$ cat src/smc_consts.svh
// constants for the standby and module clock stop block
`ifndef SMC_CONSTS_SVH
`define SMC_CONSTS_SVH

// ----------------------------------------------------------------
// register map (byte addresses)
// ----------------------------------------------------------------
`define SMC_ADR_W 4
`define SMC_OFS_MODE 4'h0
`define SMC_OFS_CORE 4'h4
`define SMC_OFS_SER 4'h8
`define SMC_REG_RST 8'h00

// ----------------------------------------------------------------
// writable masks; all other bits read as zero
// ----------------------------------------------------------------
`define SMC_MODE_MASK 8'h86
`define SMC_CORE_MASK 8'hFD
`define SMC_SER_MASK 8'h0F

// ----------------------------------------------------------------
// field positions
// ----------------------------------------------------------------
`define SMC_B_DEEP_STANDBY_SELECT 7
`define SMC_B_TMU 2
`define SMC_B_RTC 1
`define SMC_B_DBG 7
`define SMC_B_UBC 6
`define SMC_B_DMA 5
`define SMC_B_DSP 4
`define SMC_B_TLB 3
`define SMC_B_CACHE 2
`define SMC_B_XY 0
`define SMC_B_SSP1 3
`define SMC_B_SSP0 2
`define SMC_B_ASP1 1
`define SMC_B_ASP0 0

// ----------------------------------------------------------------
// gate vector indices
// ----------------------------------------------------------------
`define SMC_NGATE 13
`define SMC_G_TMU 0
`define SMC_G_RTC 1
`define SMC_G_DBG 2
`define SMC_G_UBC 3
`define SMC_G_DMA 4
`define SMC_G_DSP 5
`define SMC_G_TLB 6
`define SMC_G_CACHE 7
`define SMC_G_XY 8
`define SMC_G_SSP1 9
`define SMC_G_SSP0 10
`define SMC_G_ASP1 11
`define SMC_G_ASP0 12

`endif

$ cat src/smc_pkg.sv
// types for the standby and module clock stop block
package smc_pkg;
	typedef enum logic [3:0] {
		SMC_ST_RESET = 4'h1,
		SMC_ST_RUN = 4'h2,
		SMC_ST_SLEEP = 4'h4,
		SMC_ST_STANDBY = 4'h8
	} smc_state_t;
endpackage

$ cat src/smc_gate_if.sv
// carrier between the register block and the clock gate stage
`timescale 1ns/10ps
interface smc_gate_if;
	logic [12:0] stop;
	logic halt_all;
	logic [12:0] run;
	modport ctrl (output stop, output halt_all, input run);
	modport gate (input stop, input halt_all, output run);
endinterface

$ cat src/smc_gate.sv
// registered run enables for each module clock gate
`timescale 1ns/10ps
`include "smc_consts.svh"
module smc_gate #(
	parameter int NGATE = `SMC_NGATE
) (
	// clock and reset
	input wire logic clk_i,
	input wire logic rst_i,
	// control
	smc_gate_if.gate g
);
	import smc_pkg::*;

	logic [NGATE-1:0] next_run;
	logic [NGATE-1:0] run;

	// ----------------------------------------------------------------
	// per-gate enable
	// ----------------------------------------------------------------
	// enables change only at a rising edge; the downstream latch-based
	// cell samples them while the clock is low, so no pulse is cut short
	genvar i;
	generate
		for (i = 0; i < NGATE; i = i + 1) begin : gen_gate
			always_comb begin
				next_run[i] = !g.stop[i] && !g.halt_all;
			end
		end
	endgenerate

	always_ff @(posedge clk_i) begin
		if (rst_i) begin
			run <= '1;
		end else begin
			run <= next_run;
		end
	end

	assign g.run = run;

	run_follows_stop_a: assert property (@(posedge clk_i) disable iff (rst_i)
		$past(!rst_i) |-> (run == ~($past(g.stop) | {NGATE{$past(g.halt_all)}})))
		else $error("run enable does not follow stop bits");
	halt_all_off_a: assert property (@(posedge clk_i) disable iff (rst_i)
		g.halt_all ##1 !rst_i |-> run == '0)
		else $error("gate still open in standby");
endmodule

$ cat src/smc_top.sv
// standby mode selection, processing state pins and module clock stop registers
//
// The register addresses and register access over Wishbone are this design's own decisions.
`timescale 1ns/10ps
`include "smc_consts.svh"
// How it works
// - three 8-bit registers, cleared only by power-on
// - mode bit 7 picks sleep or standby
// - reserved bits read zero, write zero
// - mode bit 2 stops timer unit clock
// - mode bit 1 stops real-time clock
// - core bit 7 stops debug interface clock
// - core bit 6 stops break controller clock
// - core bit 5 stops DMA controller clock
// - core bit 4 stops DSP clock
// - core bit 3 stops TLB clock
// - core bit 2 stops cache clock
// - core bit 0 stops X/Y memory clock
// - serial bit 3 stops sync port 1
// - serial bit 2 stops sync port 0
// - serial bit 1 stops async port 1
// - serial bit 0 stops async port 0
// - state pins: reset HH, sleep HL, standby LH
// - standby halts CPU, clocks and bus clock
// - stop ends by software clear or power-on
module smc_top (
	// clock and power-on reset
	input wire logic clk_i,
	input wire logic rst_i,
	// manual reset, sleep instruction, wake-up interrupt
	input wire logic manual_rst_i,
	input wire logic sleep_i,
	input wire logic wake_i,
	// wishbone slave
	input wire logic wb_cyc_i,
	input wire logic wb_stb_i,
	input wire logic wb_we_i,
	input wire logic [`SMC_ADR_W-1:0] wb_adr_i,
	input wire logic [3:0] wb_sel_i,
	input wire logic [31:0] wb_dat_i,
	output logic [31:0] wb_dat_o,
	output logic wb_ack_o,
	// processing state and core clocks
	output logic proc_state_hi_o,
	output logic proc_state_lo_o,
	output logic cpu_halt_o,
	output logic bus_clk_run_o,
	// module clock run enables, index per gate vector
	output logic [`SMC_NGATE-1:0] module_clk_run_o
);
	import smc_pkg::*;

	smc_gate_if gif ();

	// ----------------------------------------------------------------
	// registers and bus slave
	// ----------------------------------------------------------------
	logic [7:0] standby_mode_control;
	logic [7:0] core_unit_stop_control;
	logic [7:0] serial_unit_stop_control;
	logic [7:0] next_mode;
	logic [7:0] next_core;
	logic [7:0] next_ser;
	logic [31:0] next_dat;
	logic next_ack;
	logic req;
	logic wr;

	always_comb begin
		req = wb_cyc_i && wb_stb_i && !wb_ack_o;
		wr = req && wb_we_i && wb_sel_i[0];
		next_ack = req;
		next_mode = standby_mode_control;
		next_core = core_unit_stop_control;
		next_ser = serial_unit_stop_control;
		next_dat = 32'h00000000;
		// stop bits change only on a software write; manual reset leaves them
		if (wr) begin
			case (wb_adr_i)
				`SMC_OFS_MODE: begin
					next_mode = wb_dat_i[7:0] & `SMC_MODE_MASK;
				end
				`SMC_OFS_CORE: begin
					next_core = wb_dat_i[7:0] & `SMC_CORE_MASK;
				end
				`SMC_OFS_SER: begin
					next_ser = wb_dat_i[7:0] & `SMC_SER_MASK;
				end
				default: begin
					next_mode = standby_mode_control;
				end
			endcase
		end
		if (req && !wb_we_i) begin
			case (wb_adr_i)
				`SMC_OFS_MODE: begin
					next_dat = {24'h000000, standby_mode_control};
				end
				`SMC_OFS_CORE: begin
					next_dat = {24'h000000, core_unit_stop_control};
				end
				`SMC_OFS_SER: begin
					next_dat = {24'h000000, serial_unit_stop_control};
				end
				default: begin
					next_dat = 32'h00000000;
				end
			endcase
		end
	end

	// only the power-on reset clears the registers
	always_ff @(posedge clk_i) begin
		if (rst_i) begin
			standby_mode_control <= `SMC_REG_RST;
			core_unit_stop_control <= `SMC_REG_RST;
			serial_unit_stop_control <= `SMC_REG_RST;
			wb_dat_o <= 32'h00000000;
			wb_ack_o <= 1'b0;
		end else begin
			standby_mode_control <= next_mode;
			core_unit_stop_control <= next_core;
			serial_unit_stop_control <= next_ser;
			wb_dat_o <= next_dat;
			wb_ack_o <= next_ack;
		end
	end

	// ----------------------------------------------------------------
	// processing state
	// ----------------------------------------------------------------
	smc_state_t state;
	smc_state_t next_state;
	logic next_hi;
	logic next_lo;
	logic next_halt;
	logic next_bus_run;

	always_comb begin
		next_state = state;
		case (state)
			SMC_ST_RESET: begin
				next_state = SMC_ST_RUN;
			end
			SMC_ST_RUN: begin
				if (sleep_i) begin
					if (standby_mode_control[`SMC_B_DEEP_STANDBY_SELECT]) begin
						next_state = SMC_ST_STANDBY;
					end else begin
						next_state = SMC_ST_SLEEP;
					end
				end
			end
			SMC_ST_SLEEP: begin
				if (wake_i) begin
					next_state = SMC_ST_RUN;
				end
			end
			SMC_ST_STANDBY: begin
				if (wake_i) begin
					next_state = SMC_ST_RUN;
				end
			end
			default: begin
				next_state = SMC_ST_RESET;
			end
		endcase
		if (manual_rst_i) begin
			next_state = SMC_ST_RESET;
		end
		next_hi = (next_state == SMC_ST_RESET) || (next_state == SMC_ST_SLEEP);
		next_lo = (next_state == SMC_ST_RESET) || (next_state == SMC_ST_STANDBY);
		next_halt = (next_state != SMC_ST_RUN);
		next_bus_run = (next_state != SMC_ST_STANDBY);
	end

	always_ff @(posedge clk_i) begin
		if (rst_i) begin
			state <= SMC_ST_RESET;
			proc_state_hi_o <= 1'b1;
			proc_state_lo_o <= 1'b1;
			cpu_halt_o <= 1'b1;
			bus_clk_run_o <= 1'b1;
		end else begin
			state <= next_state;
			proc_state_hi_o <= next_hi;
			proc_state_lo_o <= next_lo;
			cpu_halt_o <= next_halt;
			bus_clk_run_o <= next_bus_run;
		end
	end

	// ----------------------------------------------------------------
	// module clock stop vector
	// ----------------------------------------------------------------
	always_comb begin
		gif.stop[`SMC_G_TMU] = standby_mode_control[`SMC_B_TMU];
		gif.stop[`SMC_G_RTC] = standby_mode_control[`SMC_B_RTC];
		gif.stop[`SMC_G_DBG] = core_unit_stop_control[`SMC_B_DBG];
		gif.stop[`SMC_G_UBC] = core_unit_stop_control[`SMC_B_UBC];
		gif.stop[`SMC_G_DMA] = core_unit_stop_control[`SMC_B_DMA];
		gif.stop[`SMC_G_DSP] = core_unit_stop_control[`SMC_B_DSP];
		gif.stop[`SMC_G_TLB] = core_unit_stop_control[`SMC_B_TLB];
		gif.stop[`SMC_G_CACHE] = core_unit_stop_control[`SMC_B_CACHE];
		gif.stop[`SMC_G_XY] = core_unit_stop_control[`SMC_B_XY];
		gif.stop[`SMC_G_SSP1] = serial_unit_stop_control[`SMC_B_SSP1];
		gif.stop[`SMC_G_SSP0] = serial_unit_stop_control[`SMC_B_SSP0];
		gif.stop[`SMC_G_ASP1] = serial_unit_stop_control[`SMC_B_ASP1];
		gif.stop[`SMC_G_ASP0] = serial_unit_stop_control[`SMC_B_ASP0];
		// the rtc gate also closes in standby; it has no separate start control here
		gif.halt_all = (next_state == SMC_ST_STANDBY);
	end

	smc_gate #(
		.NGATE(`SMC_NGATE)
	) u_gate (
		.clk_i(clk_i),
		.rst_i(rst_i),
		.g(gif.gate)
	);

	assign module_clk_run_o = gif.run;

	// ----------------------------------------------------------------
	// checks
	// ----------------------------------------------------------------
	ack_one_cycle_a: assert property (@(posedge clk_i) disable iff (rst_i)
		wb_ack_o |=> !wb_ack_o)
		else $error("ack held longer than one cycle");
	ack_after_req_a: assert property (@(posedge clk_i) disable iff (rst_i)
		(wb_cyc_i && wb_stb_i && !wb_ack_o) |=> wb_ack_o)
		else $error("request not answered next cycle");
	reserved_zero_a: assert property (@(posedge clk_i) disable iff (rst_i)
		(standby_mode_control & ~`SMC_MODE_MASK) == 8'h00
		&& (core_unit_stop_control & ~`SMC_CORE_MASK) == 8'h00
		&& (serial_unit_stop_control & ~`SMC_SER_MASK) == 8'h00)
		else $error("reserved bit set");
	por_clears_regs_a: assert property (@(posedge clk_i)
		rst_i |=> standby_mode_control == 8'h00 && core_unit_stop_control == 8'h00
		&& serial_unit_stop_control == 8'h00)
		else $error("power-on reset did not clear registers");
	manual_keeps_a: assert property (@(posedge clk_i) disable iff (rst_i)
		(manual_rst_i && !(wb_cyc_i && wb_stb_i)) |=> $stable(standby_mode_control)
		&& $stable(core_unit_stop_control) && $stable(serial_unit_stop_control))
		else $error("manual reset changed a register");
	sleep_target_a: assert property (@(posedge clk_i) disable iff (rst_i)
		(state == SMC_ST_RUN && sleep_i && !manual_rst_i) |=>
		(state == ($past(standby_mode_control[`SMC_B_DEEP_STANDBY_SELECT]) ? SMC_ST_STANDBY : SMC_ST_SLEEP)))
		else $error("sleep entered the wrong mode");
	status_code_a: assert property (@(posedge clk_i) disable iff (rst_i)
		{proc_state_hi_o, proc_state_lo_o} == (state == SMC_ST_RESET ? 2'h3 :
		state == SMC_ST_SLEEP ? 2'h2 : state == SMC_ST_STANDBY ? 2'h1 : 2'h0))
		else $error("state pins disagree with state");
	standby_halts_a: assert property (@(posedge clk_i) disable iff (rst_i)
		state == SMC_ST_STANDBY |-> cpu_halt_o && !bus_clk_run_o)
		else $error("standby left a clock running");
	stop_needs_write_a: assert property (@(posedge clk_i) disable iff (rst_i)
		$fell(serial_unit_stop_control[`SMC_B_ASP0]) |->
		$past(rst_i || (wb_cyc_i && wb_stb_i && wb_we_i)))
		else $error("stop bit cleared without a write");
	tmu_gate_a: assert property (@(posedge clk_i) disable iff (rst_i)
		standby_mode_control[`SMC_B_TMU] ##1 standby_mode_control[`SMC_B_TMU]
		|-> !module_clk_run_o[`SMC_G_TMU])
		else $error("timer unit clock not stopped");
endmodule

$ cat config.mk
export PLATFORM = sky130hd
export DESIGN_NAME = smc_top
export DESIGN_NICKNAME = d
export VERILOG_FILES = /design/src/smc_pkg.sv /design/src/smc_gate_if.sv /design/src/smc_gate.sv /design/src/smc_top.sv
export VERILOG_INCLUDE_DIRS = /design/src
export SDC_FILE = /design/constraint.sdc
export NUM_CORES = 1
export LEC_CHECK = 0
export BUFFER_PORTS_ARGS = -buffer_cell sky130_fd_sc_hd__buf_2
export CAP_MARGIN = 15
export CORE_MARGIN = 4
export CORE_UTILIZATION = 35
export DETAILED_ROUTE_END_ITERATION = 10
export PLACE_DENSITY = 0.74
export SYNTH_ARGS = -nofsm -noshare
export SYNTH_HDL_FRONTEND = slang
export SYNTH_SLANG_ARGS = --single-unit
$ cat constraint.sdc
create_clock -name clk_i -period 2.1 [get_ports clk_i]
set_input_delay 0.21 -clock clk_i [delete_from_list [all_inputs] [get_ports clk_i]]
set_output_delay 0.21 -clock clk_i [all_outputs]
set_load 0.03 [all_outputs]
==> reports/qor.yml <==
outcome: "finished, final reports clean"
synth_edf_count: 0
clk_pin_slew_ns: 0.08
drtPass1Iterations: 7
fp-row-count: 25
hold_viol_final: 0
critPathKind: "reg -> reg"
drt_iter0_drc: 72
drtAntennaViolNets: 0
setup_violations: 0
die_height_um: 77.9
core_sq_um: 4720
stdcell_count: 296
crit_fanout: 7
cp.arrival_ns: 2.26
cts_sinks: 44
fin_crit_ns: 2.09
final_common_cell: "buf_2"
initial_core_util: 0.362
final_nets: 276
critPathSlowestCell: "or4b_4"
worst_setup_path_start_kind: "register"
clockBufferDepth: 2
die_area_sq_um: 6070
crit_chain: "or3b_4, or4b_4, a2111oi_4, buf_4, clkbuf_16, a21oi_1"
htreeDepth: 2
synth-main-ff-cell: "dfxtp_1"
postSynthAreaPerCell_sq_um: 10.2
die_w_um: 77.9
ys_top_cells_by_area: "dfxtp_1, buf_4, mux2i_1, nor2_1, a21oi_1"
final_cell_mix: "buf_2, dfxtp_1, nor2_1, conb_1, mux2i_1"
remaining_drc_errors: 0
place_area_sq_um: 1980
grt_pass1_wl_um: 5180
ys_seq_area_frac: 0.515
placed_cells: 283
cts_buffers: 5
finalSetupTns_ns: 0
grt_setup_unrepaired: "true"
n_antenna_cell: 0
clock.fmax_mhz: 478
drt-total-wl_um: 3470
grt_pass1_vias: 1174
grtUsageTotal: 0.111
netlist.area_leader.share: 0.515
finalInstanceArea_sq_um: 2160
syn-cell-area_sq_um: 1710
ys_types: 32
io_pins: 98
drive_above_1_share: 0.341
finalCritPeriodShare: 0.996
critPathMaxStageDelay_ns: 0.51
min_path_type: "in -> reg"
final_max_slew_viol_count: 0
post-dp-hpwl_um: 2540
grt_max_degree: 21
synth_seq_cells: 44
critPathLaunch: "state[3]"
rr_startpoint: "state[3]"
end_kind: "register"
wl_per_cell_um: 11.7
ys_warn_count: 0
worstSkewPairLatency_ns: 0.29
antenna_found_initial: 0
syn_inst: 167
final_util: 0.458
cp.required_ns: 2.27
synthToLayoutAreaGrowth_pct: 26.4
vias_per_cell: 4.39
num_vias: 1298
gp_congestion: 0.870
maxCapViolations: 0
fin_worst_skew_ns: 0.00567
hp-start: "wb_dat_i[6]"
cts_tree: "built"
ir_drop_uv: 257
cts-root-buf: "clkbuf_8"
powerDensity_nw_per_um2: 759
yosys.area.top_type: "dfxtp_1"
gr-total-overflow: 0
placement.io_buffers: 46
p_leak_nw: 0.883
synth-async-reset-ratio: 0
[cell families (layout without fill, tap and decap cells)]
kind of cell,Yosys count,in the layout,share of synthesized area
and+or+nand+nor,48,48,0.159
DFF,44,44,0.515
muxes,15,15,0.0877
AOI/OAI and AO/OA,23,23,0.0943
buffers and inverters,34,73,0.132
other,1,24,0.00219
xor gates and xnor gates,2,2,0.0102
[critical path, delay by kind of cell (launching register included)]
kind            cells  cell delay (ns)
compound gates      2             0.38
buf+inv             2             0.33
simple gates        2             0.89
flops               1             0.36
[per-stage QoR]
stage	power, mW	setup slack, ns	hold WS (ns)
3_5_place_dp	1.02	0.0724	0.448
4_1_cts	1.65	0.0553	0.155
5_1_grt	1.71	-0.0398	0.181
6_report	1.64	0.00891	0.156
3_3_place_gp	1.02	0.115	0.445
2_1_floorplan	1.01	0.0692	0.356
[flip-flops by register name (all words and copies together) (netlist names)]
| signal | count |
|---|---|
| bus_clk_run_o | 1 |
| core_unit_stop_control | 7 |
| cpu_halt_o | 1 |
| proc_state_hi_o | 1 |
| proc_state_lo_o | 1 |
| serial_unit_stop_control | 4 |
| standby_mode_control | 3 |
| state | 4 |
| u_gate.g.run | 13 |
| wb_ack_o | 1 |
| wb_dat_o | 8 |
[where the power goes]
part	leakage, nW	internal [mW]	switching [mW]
registers	0.358	0.842	0.00574
clock network	0.0548	0.358	0.279
logic	0.470	0.0427	0.114
[Yosys cell counts (2+ instances only)]
master	instances
nor4_1	3
a21oi_1	14
xnor2_1	2
nor3b_1	2
mux2i_1	15
nor4b_1	3
inv_1	5
nor2_1	24
a22oi_1	4
clkbuf_1	3
dfxtp_1	44
buf_4	24
nor3_1	2
and3_1	3
nand2_1	2
[repair_timing]
action                                 in CTS  in global routing
gates resized for setup                     0                  5
setup endpoints to repair                   0                 12
endpoints found under the hold margin       0                  0
setup buffers                               0                  4
hold buffers                                0                  0
[worst paths after layout]
| kind | endpoint | cells past startpoint | slack, ns |
|---|---|---|---|
| max | u_gate.g.run[8] | 6 | 0.009 |
| min | core_unit_stop_control[6] | 3 | 0.16 |
| max reg2reg | u_gate.g.run[8] | 6 | 0.009 |
| min reg2reg | u_gate.g.run[8] | 1 | 0.47 |
[layer usage]
layer  GRT usage  vias up  part of all wire
met3      0.0383        6             0.091
met4      0.0524        0             0.017
met2       0.190       52              0.49
met1       0.122      591              0.40
li1            -      649                 -
met5           0        -                 0
[final cells by class]
type,instances,area (sq um)
Clock inverter,3,46.3
Inverter,5,18.8
Clock buffer,5,68.8
Multi-Input combinational cell,112,693
Tap cell,67,83.8
Timing Repair Buffer,60,365
Fill cell,445,2560
Sequential cell,44,887
Power figures use the tool's default switching activity.
